==> src/rtl/ards_pkg.sv <==
package ards_pkg;

   // register offsets
   localparam logic [6:0] ADDR_ALARM_ROUTING = 7'h1D;
   localparam logic [6:0] ADDR_SPAN_AB       = 7'h1E;
   localparam logic [6:0] ADDR_SPAN_CD       = 7'h1F;
   localparam logic [6:0] ADDR_RESULT_FIRST  = 7'h20;
   localparam logic [6:0] ADDR_RESULT_LAST   = 7'h49;

   // reset values
   localparam logic [7:0] RESET_BYTE = 8'h00;

   // routing register fields
   localparam int ROUTE_LOW_BIT    = 0;
   localparam int ROUTE_HIGH_BIT   = 1;
   localparam int ROUTE_THERM_BIT  = 2;
   localparam int ROUTE_EXT_BIT    = 3;
   localparam int HOLD_OFF_BIT     = 4;

   // span register fields
   localparam int SPAN_LO_LSB      = 0;
   localparam int SPAN_HI_LSB      = 4;
   localparam int SPAN_W           = 3;
   localparam int SPAN_FIXED_BIT   = 2;

   // alarm sources and result channels
   localparam int ALARM_SOURCES    = 4;
   localparam int RESULT_CHANNELS  = 21;
   localparam int RUN_COUNT_W      = 4;
   localparam int DAC_GROUPS       = 4;

   typedef enum logic [2:0] {
      ARDS_SPAN_AUTO  = 3'h0,
      ARDS_SPAN_NEG10 = 3'h4,
      ARDS_SPAN_NEG5  = 3'h5,
      ARDS_SPAN_POS10 = 3'h6,
      ARDS_SPAN_POS5  = 3'h7
   } ards_span_t;

   // raw out-of-range conditions, one bit per source
   typedef struct packed {
      logic ext_alarm;
      logic thermal;
      logic local_temp_high;
      logic local_temp_low;
   } ards_alarm_t;

   typedef struct packed {
      logic [7:0]                                  routing;
      logic [7:0]                                  span_ab;
      logic [7:0]                                  span_cd;
      logic [RESULT_CHANNELS-1:0][7:0]             result_low;
      logic [ALARM_SOURCES-1:0][RUN_COUNT_W-1:0]   run_cnt;
      logic [ALARM_SOURCES-1:0]                    status;
      logic                                        pin;
      logic [DAC_GROUPS-1:0][SPAN_W-1:0]           span_eff;
      logic [7:0]                                  rdata;
      logic                                        rvalid;
   } ards_state_t;

endpackage

==> src/rtl/ards_regs.sv <==
`timescale 1ns/10ps

// Summary of operation
// - with hold-off clear, an alarm bit stays set until the status has been read, whether or not its condition is gone.
// - with hold-off set, an alarm bit clears as soon as its condition subsides, read or not.
// - routing bits 3..0 let the external, thermal, local-high and local-low alarms drive the pin; hold-off is bit 4.
// - routing reaches the alarm pin only while the alarm output function is enabled.
// - a fixed span code overrides the auto-range detector for that group.
// - codes with bit 2 clear follow the detector; 100..111 pick -10..0, -5..0, 0..10 and 0..5 V.
// - group A span sits in bits 2..0 of the first span register, read/write, reset zero.
// - group B span sits in bits 6..4 of the first span register, read/write, reset zero.
// - group C span sits in bits 2..0 of the second span register, read/write, reset zero.
// - group D span sits in bits 6..4 of the second span register, read/write, reset zero.
// - each result low byte returns bits 7..0 of the 12-bit straight binary result and is read-only.
// - result registers occupy 0x20 to 0x49 and reset to zero.
// - reserved bits are left zero by software and reset to zero by the device.
// - an alarm rises only after the configured number of consecutive out-of-range conversions.
// - with hold-off clear, a status read clears all bits but those a same-cycle conversion sets; persisting conditions set again after the next conversion.
module ards_regs (
   // clock and reset
   input  wire logic                                       sys_clk,
   input  wire logic                                       rst_n,
   // register port
   input  wire logic [6:0]                                 reg_addr,
   input  wire logic                                       reg_wr,
   input  wire logic                                       reg_rd,
   input  wire logic [7:0]                                 reg_wdata,
   output logic      [7:0]                                 reg_rdata,
   output logic                                            reg_rvalid,
   // conversion results
   input  wire logic                                       result_wr,
   input  wire logic [4:0]                                 result_chan,
   input  wire logic [11:0]                                result_data,
   // alarm sources
   input  wire logic                                       conv_done,
   input  wire ards_pkg::ards_alarm_t                      alarm_cond,
   input  wire logic [ards_pkg::RUN_COUNT_W-1:0]           alarm_consec_n,
   input  wire logic                                       alarm_status_rd,
   input  wire logic                                       alarm_out_enable,
   output logic      [ards_pkg::ALARM_SOURCES-1:0]         alarm_status,
   output logic                                            alarm_hold_off,
   output logic                                            alarm_output_pin,
   // dac spans
   input  wire ards_pkg::ards_span_t [ards_pkg::DAC_GROUPS-1:0] auto_span,
   output logic      [ards_pkg::DAC_GROUPS-1:0][2:0]       span_effective
);

   logic [ards_pkg::ALARM_SOURCES-1:0] cond_vec;
   logic [ards_pkg::ALARM_SOURCES-1:0] routes;
   ards_pkg::ards_state_t              state;
   ards_pkg::ards_state_t              next_state;

   // fixed code wins, otherwise the detector's pick
   function automatic logic [2:0] span_pick(input logic [2:0] code, input ards_pkg::ards_span_t det);
      span_pick = code[ards_pkg::SPAN_FIXED_BIT] ? code : det;
   endfunction

   function automatic logic in_results(input logic [6:0] a);
      in_results = (a >= ards_pkg::ADDR_RESULT_FIRST) && (a <= ards_pkg::ADDR_RESULT_LAST);
   endfunction

   assign cond_vec = alarm_cond;
   assign routes   = state.routing[ards_pkg::ROUTE_EXT_BIT:ards_pkg::ROUTE_LOW_BIT];

   always_comb begin
      logic [6:0]                         idx;
      logic [ards_pkg::RUN_COUNT_W-1:0]   need;
      logic [ards_pkg::ALARM_SOURCES-1:0] qual;
      logic                               hold_off;
      next_state = state;
      idx        = 7'h00;
      need       = alarm_consec_n;
      qual       = '0;
      hold_off   = state.routing[ards_pkg::HOLD_OFF_BIT];
      // zero would mean no filtering at all; treat it as one
      if (need == '0) begin
         need = {{(ards_pkg::RUN_COUNT_W-1){1'b0}}, 1'b1};
      end

      // register writes; reserved bits are stored as written
      if (reg_wr) begin
         case (reg_addr)
            ards_pkg::ADDR_ALARM_ROUTING: next_state.routing = reg_wdata;
            ards_pkg::ADDR_SPAN_AB:       next_state.span_ab = reg_wdata;
            ards_pkg::ADDR_SPAN_CD:       next_state.span_cd = reg_wdata;
            default: ;
         endcase
      end

      // results are fed by the converter only, never by host writes
      if (result_wr && (result_chan < 5'(ards_pkg::RESULT_CHANNELS))) begin
         next_state.result_low[result_chan] = result_data[7:0];
      end

      // consecutive out-of-range filter, saturating
      for (int i = 0; i < ards_pkg::ALARM_SOURCES; i++) begin
         if (conv_done) begin
            if (!cond_vec[i]) begin
               next_state.run_cnt[i] = '0;
            end else if (state.run_cnt[i] != '1) begin
               next_state.run_cnt[i] = state.run_cnt[i] + 1'b1;
            end
         end
         qual[i] = conv_done && (next_state.run_cnt[i] >= need);
      end

      // status: in latched mode a read clears, a qualifying conversion sets, set wins
      for (int i = 0; i < ards_pkg::ALARM_SOURCES; i++) begin
         if (hold_off) begin
            if (conv_done) begin
               next_state.status[i] = qual[i];
            end
         end else begin
            if (alarm_status_rd) begin
               next_state.status[i] = 1'b0;
            end
            if (qual[i]) begin
               next_state.status[i] = 1'b1;
            end
         end
      end

      next_state.pin = alarm_out_enable && |(state.status & routes);

      next_state.span_eff[0] = span_pick(state.span_ab[ards_pkg::SPAN_LO_LSB +: ards_pkg::SPAN_W], auto_span[0]);
      next_state.span_eff[1] = span_pick(state.span_ab[ards_pkg::SPAN_HI_LSB +: ards_pkg::SPAN_W], auto_span[1]);
      next_state.span_eff[2] = span_pick(state.span_cd[ards_pkg::SPAN_LO_LSB +: ards_pkg::SPAN_W], auto_span[2]);
      next_state.span_eff[3] = span_pick(state.span_cd[ards_pkg::SPAN_HI_LSB +: ards_pkg::SPAN_W], auto_span[3]);

      // read path, one cycle latency; unmapped and high result bytes read zero
      next_state.rvalid = reg_rd;
      next_state.rdata  = ards_pkg::RESET_BYTE;
      if (reg_rd) begin
         case (reg_addr)
            ards_pkg::ADDR_ALARM_ROUTING: next_state.rdata = state.routing;
            ards_pkg::ADDR_SPAN_AB:       next_state.rdata = state.span_ab;
            ards_pkg::ADDR_SPAN_CD:       next_state.rdata = state.span_cd;
            default: begin
               if (in_results(reg_addr)) begin
                  idx = reg_addr - ards_pkg::ADDR_RESULT_FIRST;
                  if (!idx[0]) begin
                     next_state.rdata = state.result_low[idx[5:1]];
                  end
               end
            end
         endcase
      end
   end

   always_ff @(posedge sys_clk) begin
      if (!rst_n) begin
         state <= '0;
      end else begin
         state <= next_state;
      end
   end

   assign reg_rdata        = state.rdata;
   assign reg_rvalid       = state.rvalid;
   assign alarm_status     = state.status;
   assign alarm_hold_off   = state.routing[ards_pkg::HOLD_OFF_BIT];
   assign alarm_output_pin = state.pin;
   assign span_effective   = state.span_eff;

   pin_gated_a: assert property (@(posedge sys_clk) disable iff (!rst_n)
      !alarm_out_enable |=> !alarm_output_pin)
      else $error("alarm pin active while output function disabled");

   pin_route_a: assert property (@(posedge sys_clk) disable iff (!rst_n)
      alarm_out_enable && |(alarm_status & routes) |=> alarm_output_pin)
      else $error("routed alarm did not reach the pin");

   unlatched_clear_a: assert property (@(posedge sys_clk) disable iff (!rst_n)
      alarm_hold_off && !reg_wr && conv_done && (cond_vec == '0) |=> (alarm_status == '0))
      else $error("unlatched alarm stayed set after condition cleared");

   latched_hold_a: assert property (@(posedge sys_clk) disable iff (!rst_n)
      !alarm_hold_off && !reg_wr && !alarm_status_rd |=> ((alarm_status & $past(alarm_status)) == $past(alarm_status)))
      else $error("latched alarm dropped without a status read");

   read_clear_a: assert property (@(posedge sys_clk) disable iff (!rst_n)
      !alarm_hold_off && !reg_wr && alarm_status_rd && !conv_done |=> (alarm_status == '0))
      else $error("status read did not clear alarm bits");

   alarm_filter_a: assert property (@(posedge sys_clk) disable iff (!rst_n)
      !conv_done |=> ((alarm_status & ~$past(alarm_status)) == '0))
      else $error("alarm rose without a conversion");

   span_fixed_a: assert property (@(posedge sys_clk) disable iff (!rst_n)
      state.span_ab[ards_pkg::SPAN_FIXED_BIT] ##1 $stable(state.span_ab)
      |-> span_effective[0] == $past(state.span_ab[2:0]))
      else $error("fixed span for group A not applied");

   span_auto_a: assert property (@(posedge sys_clk) disable iff (!rst_n)
      !state.span_cd[ards_pkg::SPAN_HI_LSB + ards_pkg::SPAN_FIXED_BIT] |=> span_effective[3] == $past(auto_span[3]))
      else $error("group D did not follow the detector");

   result_ro_a: assert property (@(posedge sys_clk) disable iff (!rst_n)
      reg_wr && in_results(reg_addr) && !result_wr |=> $stable(state.result_low))
      else $error("host write altered a result register");

   // the fixed-span checks for groups B to D mirror the group A one
   span_b_fixed_a: assert property (@(posedge sys_clk) disable iff (!rst_n)
      state.span_ab[ards_pkg::SPAN_HI_LSB + ards_pkg::SPAN_FIXED_BIT] ##1 $stable(state.span_ab)
      |-> span_effective[1] == $past(state.span_ab[6:4]))
      else $error("fixed span for group B not applied");

   span_c_fixed_a: assert property (@(posedge sys_clk) disable iff (!rst_n)
      state.span_cd[ards_pkg::SPAN_FIXED_BIT] ##1 $stable(state.span_cd)
      |-> span_effective[2] == $past(state.span_cd[2:0]))
      else $error("fixed span for group C not applied");

   span_d_fixed_a: assert property (@(posedge sys_clk) disable iff (!rst_n)
      state.span_cd[ards_pkg::SPAN_HI_LSB + ards_pkg::SPAN_FIXED_BIT] ##1 $stable(state.span_cd)
      |-> span_effective[3] == $past(state.span_cd[6:4]))
      else $error("fixed span for group D not applied");

   // high result bytes are not kept, so they must read back as zero
   high_byte_zero_a: assert property (@(posedge sys_clk) disable iff (!rst_n)
      reg_rd && in_results(reg_addr) && reg_addr[0] |=> reg_rdata == ards_pkg::RESET_BYTE)
      else $error("high result byte read nonzero");

   read_answer_a: assert property (@(posedge sys_clk) disable iff (!rst_n)
      reg_rd |=> reg_rvalid)
      else $error("read strobe got no answer");

   idle_rdata_a: assert property (@(posedge sys_clk) disable iff (!rst_n)
      !reg_rd |=> !reg_rvalid && (reg_rdata == ards_pkg::RESET_BYTE))
      else $error("read data shown without a read");

   route_read_a: assert property (@(posedge sys_clk) disable iff (!rst_n)
      reg_rd && (reg_addr == ards_pkg::ADDR_ALARM_ROUTING) |=> reg_rdata == $past(state.routing))
      else $error("routing register read back wrong");

   pin_unrouted_a: assert property (@(posedge sys_clk) disable iff (!rst_n)
      !(|(alarm_status & routes)) |=> !alarm_output_pin)
      else $error("alarm pin active with no routed alarm");

endmodule

==> config.mk <==
export PLATFORM = sky130hd
export DESIGN_NAME = ards_regs
export DESIGN_NICKNAME = d
export VERILOG_FILES = /design/src/rtl/ards_pkg.sv /design/src/rtl/ards_regs.sv
export SDC_FILE = /design/constraint.sdc
export NUM_CORES = 1
export LEC_CHECK = 0
export BUFFER_PORTS_ARGS = -buffer_cell sky130_fd_sc_hd__buf_2
export CAP_MARGIN = 25
export CORE_UTILIZATION = 40
export CTS_CLUSTER_DIAMETER = 30
export DETAILED_ROUTE_END_ITERATION = 10
export SLEW_MARGIN = 20
export SYNTH_ARGS = -nofsm -noshare
export SYNTH_HDL_FRONTEND = slang
export SYNTH_SLANG_ARGS = --single-unit
==> constraint.sdc <==
create_clock -name sys_clk -period 1.75 [get_ports sys_clk]
set_input_delay 0.175 -clock sys_clk [delete_from_list [all_inputs] [get_ports sys_clk]]
set_output_delay 0.175 -clock sys_clk [all_outputs]
set_load 0.02 [all_outputs]
==> results.ini, run 1 <==
[run]
maxCapViolCount=0

[clock_network]
cts.htree.levels=2
clock_path_buffers=3
cts_made_buffers=58
worst_skew_pair.late_latency_ns=0.58
cts_tree=yes
cts_root_buffer=clkbuf_16
clkTransAtPathRegs_ns=0.04
cts.sinks=234

[synthesis]
syn_nets=1300
yosys.cell_count.top_type=dfxtp_1
ys_top_cells_by_area=dfxtp_1, mux2i_1, a21boi_0, nor2b_1, mux2_2
synth_seq_area_share_pct=40.57
synth_common_cells=dfxtp_1, nand2_1, nor2b_1
synth-seq-cells=234
syn_area_sq_mm=0.01155
synth_ff_type=dfxtp_1
synth_edf_count=0
synthCells=1220
async_reset_ff_share_pct=0
syn_avg_cell_area_sq_um=9.465
yosys.area.top_type_share_pct=40.57
synth_warnings=0
yosysUniqueCellTypes=44
synth.largest_area_cell=dfxtp_1

[cells_and_area]
finish.utilization_pct=54.85
syn2layout_area_growth_pct=33.41
fin_area_sq_mm=0.01540
nets=1448
nFillCells=2507
fin_cells=1796
drive_gt1_share_pct=28.28
insertedDiodeCount=0

[floorplanning]
ios=87
core_area_sq_mm=0.02809
dieArea_sq_mm=0.02955
initial_core_util_pct=41.11
fp.dieW_um=171.9
rows=61
die_h_um=171.9

[place]
place_area_sq_mm=0.01284
placed_cells=1654
place.gp.congestion=0.8090
post-dp-hpwl_mm=21.06
portBuffers=82

[worst_setup_path]
worstSetupEndpointType=flip-flop
arrival_ns=2.33
required_ns=2.19
crit_type=flip-flop to flip-flop
start_kind=flip-flop
critPathMaxFanout=3

[sta]
fin_ws_ns=-0.1332
hold_viol=0
max_freq_ghz=0.5310
post-route-period-util_pct=107.6
min_period_ns=1.883
final_max_slew_viol_count=0
rsz0062_at_grt=yes
slew_headroom_pct=60.69
setup_violations=4
worst_pin_slew_ns=0.5896
clock_skew_ns=0.01702
tns_ns=-0.3650

[worst_hold_path]
min-delay-path-class=input port to flip-flop

[grt]
grt_pass1_wl_mm=51.56
grt_antenna_before_repair=1
grt-ovfl-total=0
grt_use_total_pct=22.51
first_global_vias=9386
grt_max_degree=105

[power_and_ir_drop]
ir_drop_v=0.0009123
power_leakage_nw=5.798
power_mw=18.22
power.density_mw_per_mm2=1183

[detailed_routing]
vias=9421
drt-total-wl_mm=32.91
firstDrtPassIters=5
ant_nets=0
detail_route.wl_per_cell_um=18.32
dr.first_iter.drc_count=560
viasPerCell=5.246
drc=0

[outcome]
violations=negative setup slack
status=complete, but fails checks

## metrics by stage
stage | setup slack [ns] | hold WS, ns
floorplan | -0.04626 | 0.2852
global placement | -0.1945 | 0.3709
detailed placement | -0.2462 | 0.3756
CTS | -0.1123 | 0.01031
global route | -0.2526 | 0.02738
finish | -0.1332 | 0.02747
## sequential cells by signal (all words and copies together), names as in the netlist
signal            count
alarm_hold_off        1
alarm_output_pin      1
alarm_status          4
reg_rdata             8
reg_rvalid            1
routes                4
span_effective       12
state               203
## layer usage
metal	global-route usage (%)	up-vias	routed length, um
met3	4.120	66	1794
met5	0	-	14
met4	8.311	2	909
met2	36.12	263	15190
li1	-	4588	-
met1	30.02	4502	15000
## cell families (layout without fill, tap and decap cells)
group | Yosys count | count (layout) | share of synthesized area, %
simple gates | 425 | 425 | 19.80
flops | 234 | 234 | 40.57
compound gates | 216 | 216 | 13.15
mux | 195 | 195 | 18.67
buf+inv | 130 | 328 | 5.645
fa+ha+maj | 20 | 20 | 2.167
## worst max-delay path, stage by stage, from the launching register on
cell	delay, ns
dfxtp_4	0.34
ha_4	0.16
nand3_4	0.09
nand2_2	0.06
mux2i_1	0.17
a22oi_2	0.10
ha_1	0.30
nand2b_4	0.14
a21oi_2	0.11
nor2b_1	0.05
o211ai_1	0.17
a21boi_1	0.08
## final cells by class
type	count	area, sq um	area share, %
multi-input combinational	856	6424	41.70
sequential	234	4705	30.54
timing repair buffer	206	1612	10.46
clock buffer	72	1595	10.36
clock inverter	38	551.8	3.582
tap	378	473.0	3.070
inverter	12	45.04	0.2924
## where the power goes
| part | switching, mW | total [mW] | internal, mW |
|---|---|---|---|
| sequential | 0.0311 | 5.43 | 5.40 |
| clock | 3.41 | 11.6 | 8.21 |
| combinational | 0.651 | 1.17 | 0.517 |
| total | 4.09 | 18.2 | 14.1 |
## final timing paths
path,slack [ns],from,depth (start not counted),end
worst min register to register,0.45,state[61],2,state[61]
worst max-delay path,-0.13,state[30],11,alarm_status[1]
worst max register to register,-0.13,state[30],11,alarm_status[1]
worst min-delay path,0.03,rst_n,2,state[26]
## repair_timing
action	4_1_cts	5_1_grt
pin swaps	19	20
setup buffers	8	3
hold buffers	21	0
gates resized for setup	20	9
endpoints found under the hold margin	37	0
setup endpoints to repair	4	4
## placed cells by master, fill, tap and decap left out, types with 5 or more instances in the layout
master and n:
or3_1 16, o21a_1 5, a21boi_0 96, clkinvlp_4 8, nand3_1 102, nor2b_1 114
buf_2 80, inv_1 12, o21ai_0 12, and2_1 12, mux2_1 31, nand3_2 5
clkbuf_1 6, nand2b_1 10, dfxtp_1 226, ha_1 16, nand2_1 134, clkbuf_16 59
a22o_1 11, mux2_2 49, o22ai_1 32, bufinv_16 12, a311o_1 8, mux2i_1 106
dlygate4sd3_1 21, a21oi_1 21, buf_12 17, a22oi_1 6, buf_4 88, mux4_2 8
clkbuf_8 7, clkinv_2 8
(Power assumes the default switching activity.)
==> inputs of run 2 (changes only) <==
--- a/config.mk
+++ b/config.mk
@@ -7,7 +7,7 @@
 export LEC_CHECK = 0
 export BUFFER_PORTS_ARGS = -buffer_cell sky130_fd_sc_hd__buf_2
 export CAP_MARGIN = 25
-export CORE_UTILIZATION = 40
+export CORE_UTILIZATION = 35
 export CTS_CLUSTER_DIAMETER = 30
 export DETAILED_ROUTE_END_ITERATION = 10
 export SLEW_MARGIN = 20
==> results.ini, run 2 (synthesis results as in run 1) <==
[outcome]
status=complete, but fails checks
violations=negative setup slack

[clock_network]
cts.sinks=234  ; unchanged
cts_tree=yes
cts.htree.levels=2  ; unchanged
worst_skew_pair.late_latency_ns=0.56  ; -0.02 ns
clock_path_buffers=3  ; unchanged
cts_made_buffers=55  ; -5.2%
clkTransAtPathRegs_ns=0.04  ; about the same
cts_root_buffer=clkbuf_16

[worst_setup_path]
start_kind=flip-flop
worstSetupEndpointType=flip-flop
arrival_ns=2.34  ; about the same
required_ns=2.19  ; about the same
crit_type=flip-flop to flip-flop
critPathMaxFanout=4  ; +1

[floorplanning]
core_area_sq_mm=0.03254  ; +16%
dieArea_sq_mm=0.03372  ; +14%
ios=87  ; unchanged
fp.dieW_um=183.6  ; +6.8%
rows=66  ; +8.2%
initial_core_util_pct=35.49  ; -5.6 points
die_h_um=183.6  ; +6.8%

[cells_and_area]
fin_area_sq_mm=0.01519  ; -1.4%
mostFrequentLayoutCell=dfxtp_1
syn2layout_area_growth_pct=31.51
nets=1436  ; -0.83%
drive_gt1_share_pct=27.07  ; -1.2 points
largest-register=state
layout_common_cells=dfxtp_1, nand2_1, nor2b_1
largest_reg_flops=203  ; unchanged
insertedDiodeCount=0  ; unchanged

[grt]
grt_antenna_before_repair=2  ; +1
grt_pass1_wl_mm=51.15  ; -0.79%
grt_use_total_pct=19.12  ; -3.4 points
grt_max_degree=88  ; -16%
grt-ovfl-total=0  ; unchanged
first_global_vias=9340  ; -0.49%

[place]
post-dp-hpwl_mm=21.01  ; -0.25%
place.gp.congestion=0.8161  ; +0.88%
dpl_worst_slack_ns=-0.2299  ; +0.01626 ns
portBuffers=82  ; unchanged
place_area_sq_mm=0.01283  ; about the same

[detailed_routing]
viasPerCell=5.089  ; -3.0%
dr.first_iter.drc_count=604  ; +7.9%
firstDrtPassIters=5  ; unchanged
drt-total-wl_mm=32.30  ; -1.8%
ant_nets=0  ; unchanged
drc=0  ; unchanged
detail_route.wl_per_cell_um=17.54  ; -4.3%
vias=9374  ; -0.50%

[sta]
hold_viol=0  ; unchanged
slew_headroom_pct=61.99  ; +1.3 points
post-route-period-util_pct=108.6  ; +0.95 points
rsz0062_at_grt=yes
max_freq_ghz=0.5264  ; -0.88%
worst_pin_slew_ns=0.5702  ; -0.01945 ns
min_period_ns=1.900  ; +0.01664 ns
fin_ws_ns=-0.1498  ; -0.01664 ns
setup_violations=4  ; unchanged
clock_skew_ns=0.02013  ; +0.003111 ns
final_max_slew_viol_count=0  ; unchanged

[power_and_ir_drop]
power.density_mw_per_mm2=1128  ; -4.6%
ir_drop_v=0.0006897  ; -24%
power_leakage_nw=5.647  ; -2.6%
power_mw=17.13  ; -6.0%

[worst_hold_path]
min-delay-path-class=input port to flip-flop

[run]
maxCapViolCount=0  ; unchanged

-- run 2: final cells by class --
cell class,instances,area [sq um]
Clock buffer,70,1567
Clock inverter,31,394.1
Fill cell,3089,17350
Inverter,12,45.04
Multi-Input combinational cell,856,6401
Sequential cell,234,4705
Tap cell,442,553.0
Timing Repair Buffer,197,1521
-- run 2: timing repair --
action                                  in CTS  in global routing
endpoints found under the hold margin       47                  0
endpoints found under the setup margin       4                  4
setup buffers                                6                  2
hold buffers                                22                  0
pin swaps                                   21                 17
resized for setup                           18                  7
-- run 2: per-layer routing --
layer / global-route usage, % / vias up / routed length [um]
li1: - / 4568 / -
met1: 25.67 / 4484 / 15010
met3: 3.665 / 64 / 1777
met4: 5.967 / 0 / 757
met5: 0 / - / 0
met2: 30.82 / 258 / 14760
-- run 2: final timing paths --
kind,startpoint,to,slack [ns],cells after the start
hold reg to reg,state[145],state[145],0.46,2
setup reg to reg,state[39],alarm_status[3],-0.15,10
hold / removal,alarm_cond[2],state[35],0.06,3
setup / recovery,state[39],alarm_status[3],-0.15,10
-- run 2: per-stage QoR --
stage,setup TNS (ns),utilization (%),hold slack (ns),instances
floorplan,-0.1639,-,0.2852,1220
global placement,-4.794,39.44,0.3715,1711
detailed placement,-4.717,39.44,0.3744,1711
CTS,-0.3792,46.52,0.03370,1840
global route,-0.9904,46.67,0.08123,1842
finish,-0.5362,46.67,0.06086,1842
-- run 2: power breakdown --
| group | internal [mW] | switching, mW |
|---|---|---|
| combinational | 0.488 | 0.637 |
| clock | 7.32 | 3.25 |
| sequential | 5.40 | 0.0297 |
-- run 2: critical path, cell delays in order, from the launching register on --
cell and delay [ns]:
dfxtp_4 0.35, ha_4 0.15, nand3_4 0.10, nand3_1 0.09, o21ai_0 0.07, a22o_1 0.21, ha_1 0.32, a21oi_2 0.17
nor2b_1 0.06, o211ai_1 0.17, a21boi_1 0.08
==> inputs of run 3 (changes only) <==
--- a/config.mk
+++ b/config.mk
@@ -7,9 +7,12 @@
 export LEC_CHECK = 0
 export BUFFER_PORTS_ARGS = -buffer_cell sky130_fd_sc_hd__buf_2
 export CAP_MARGIN = 25
+export CELL_PAD_IN_SITES_DETAIL_PLACEMENT = 1
+export CELL_PAD_IN_SITES_GLOBAL_PLACEMENT = 2
 export CORE_UTILIZATION = 35
 export CTS_CLUSTER_DIAMETER = 30
 export DETAILED_ROUTE_END_ITERATION = 10
+export PLACE_DENSITY_LB_ADDON = 0.1
 export SLEW_MARGIN = 20
 export SYNTH_ARGS = -nofsm -noshare
 export SYNTH_HDL_FRONTEND = slang
==> results.ini, run 3 (synthesis results as in run 1) <==
[worst_setup_path]
arrival_ns=2.30  ; -0.04 ns
cp.depth=11  ; +1
r2r_slack_ns=-0.12  ; +0.03 ns
critPathMaxFanout=3  ; -1
cpPeakStageDelay_ns=0.34  ; about the same
worstRegToRegCells=11  ; +1
r2r_end=alarm_status[1]
start_kind=flip-flop
worstSetupEndpointType=flip-flop
required_ns=2.18  ; about the same
crit_slowest_cell=dfxtp_4
timing.critical_path.buf_inv=0  ; unchanged
critPathCapture=alarm_status[1]
critPathLaunch=state[30]
critPathTopFamily=adder cells
crit_type=flip-flop to flip-flop
r2r-start=state[30]
crit_chain=ha_4, nand3_4, nand2_2, mux2i_1, a22oi_2, ha_1, nand2b_4, a21oi_2, nor2b_1, o211ai_1, a21boi_1

[sta]
worst_pin_slew_ns=0.6076  ; +0.03741 ns
fin_ws_ns=-0.1186  ; +0.03124 ns
max_freq_ghz=0.5352  ; +1.7%
clock_skew_ns=0.01879  ; -0.001345 ns
rsz0062_at_grt=yes
tns_ns=-0.2850  ; +0.2511 ns
setup_violations=4  ; unchanged
min_period_ns=1.869  ; -0.03124 ns
final_max_slew_viol_count=0  ; unchanged
slew_headroom_pct=59.49  ; -2.5 points
hold_viol=0  ; unchanged
post-route-period-util_pct=106.8  ; -1.8 points

[cells_and_area]
mostFrequentLayoutCell=dfxtp_1
largest-register=state
nets=1456  ; +1.4%
finish.utilization_pct=48.12  ; +1.4 points
layout_common_cells=dfxtp_1, nand2_1, nor2b_1
syn2layout_area_growth_pct=35.59
fin_cells=1866  ; +1.3%
drive_gt1_share_pct=27.90  ; +0.83 points
largest_reg_flops=203  ; unchanged

[power_and_ir_drop]
power_mw=18.41  ; +7.5%
swShare_pct=22.58  ; -0.29 points
seqPwrFrac_pct=29.6  ; -2.1 points
ir_drop_v=0.0006650  ; -3.6%
power.internal_mw=14.25  ; +7.9%
power_leakage_nw=5.879  ; +4.1%
p_clk_share_pct=64.0  ; +2.3 points
power.density_mw_per_mm2=1176  ; +4.2%
p_sw_mw=4.156  ; +6.1%
p_comb_share_pct=6.4  ; -0.2 points

[floorplanning]
die_h_um=183.6  ; unchanged
rows=66  ; unchanged
dieArea_sq_mm=0.03372  ; unchanged
ios=87  ; unchanged
core_area_sq_mm=0.03254  ; unchanged
initial_core_util_pct=35.49  ; unchanged
fp.dieW_um=183.6  ; unchanged

[outcome]
violations=negative setup slack
status=complete, but fails checks

[clock_network]
cts.sinks=234  ; unchanged
clkTransAtPathRegs_ns=0.04  ; about the same
clock_path_buffers=3  ; unchanged
worst_skew_pair.late_latency_ns=0.56  ; about the same
cts.htree.levels=3  ; +1
cts_tree=yes
cts_made_buffers=70  ; +27%
cts_root_buffer=clkbuf_16

[detailed_routing]
dr.first_iter.drc_count=311  ; -49%
vias=9526  ; +1.6%
detail_route.wl_per_cell_um=19.79  ; +13%
drc=0  ; unchanged
ant_nets=0  ; unchanged
viasPerCell=5.105  ; +0.31%
firstDrtPassIters=4  ; -1
drt-total-wl_mm=36.93  ; +14%

[grt]
grt_use_total_pct=22.54  ; +3.4 points
grt-ovfl-total=0  ; unchanged
first_global_vias=10290  ; +10%
grt_pass1_wl_mm=58.15  ; +14%
grt_antenna_before_repair=2  ; unchanged
grt_max_degree=102  ; +16%

[run]
maxCapViolCount=0  ; unchanged

[place]
post-dp-hpwl_mm=23.68  ; +13%
portBuffers=82  ; unchanged
placed_cells=1714  ; +0.18%
place.gp.congestion=0.7533  ; -7.7%

[worst_hold_path]
min-delay-path-class=input port to flip-flop

## run 3: cell types whose count changed in the layout (fill, tap and decap cells not counted), sizes merged
cell / change
buf: +5
inv: +1
diode: +1
clkinv: -7
clkbuf: +36
clkinvlp: -6
bufinv: -6
## run 3: worst min-delay path by stage
stage                              from                 end  slack [ns]  cells after the start
after floorplan           auto_span[11]  span_effective[11]        0.29                      1
after global placement     auto_span[8]   span_effective[8]        0.37                      2
after detailed placement   auto_span[2]   span_effective[2]        0.38                      2
after CTS                 alarm_cond[3]           state[39]        0.04                      3
after global routing             reg_rd          reg_rvalid         0.1                      3
final                     alarm_cond[3]           state[39]        0.06                      3
## run 3: cell type report
cell class	instances	area [sq um]
diodes	1	2.502
clock buffers	106	2120
clock inverters	13	112.6
fillers	3610	16880
inverters	12	45.04
multi-input cells	856	6436
flip-flops and latches	234	4705
well taps	442	553.0
repair buffers	202	1684
## run 3: power groups by stage
stage	sequential [mW]	clock, mW	combinational [mW]
CTS	5.44	12.0	1.17
global route	5.44	12.3	1.28
floorplan	5.52	0	0.637
finish	5.44	11.8	1.18
global placement	5.53	0	1.08
detailed placement	5.53	0	1.09
## run 3: per-stage QoR
| stage | instance area (sq um) | hold slack [ns] | worst slack (ns) |
|---|---|---|---|
| after floorplan | 11640 | 0.2852 | -0.04626 |
| after global placement | 13000 | 0.3731 | -0.1647 |
| after detailed placement | 13000 | 0.3790 | -0.2128 |
| after CTS | 15590 | 0.03748 | -0.1596 |
| after global routing | 15660 | 0.09577 | -0.2557 |
| final | 15660 | 0.06383 | -0.1186 |
## run 3: repair_timing
item | CTS | global route
cloned | 0 | 0
gates resized for setup | 22 | 8
endpoints found under the hold margin | 37 | 0
pin swaps | 28 | 11
hold buffers | 22 | 0
endpoints found under the setup margin | 4 | 4
buffers inserted | 5 | 5
## run 3: worst reg2reg max path: cells and delay by family (launching register included)
kind | cells | cell delay, ns
DFF | 1 | 0.34
AOI/OAI and AO/OA | 4 | 0.44
and+or+nand+nor | 4 | 0.34
muxes | 1 | 0.16
adders and majority gates | 2 | 0.46
## run 3: metal layers
layer	share of wire, %	wire length (um)	track usage (%)	up-vias
li1	-	-	-	4612
met2	51	18810	40.41	176
met5	0.022	8	0	-
met1	43	15820	26.14	4667
met4	2.2	830	7.600	2
met3	4.0	1466	5.289	69
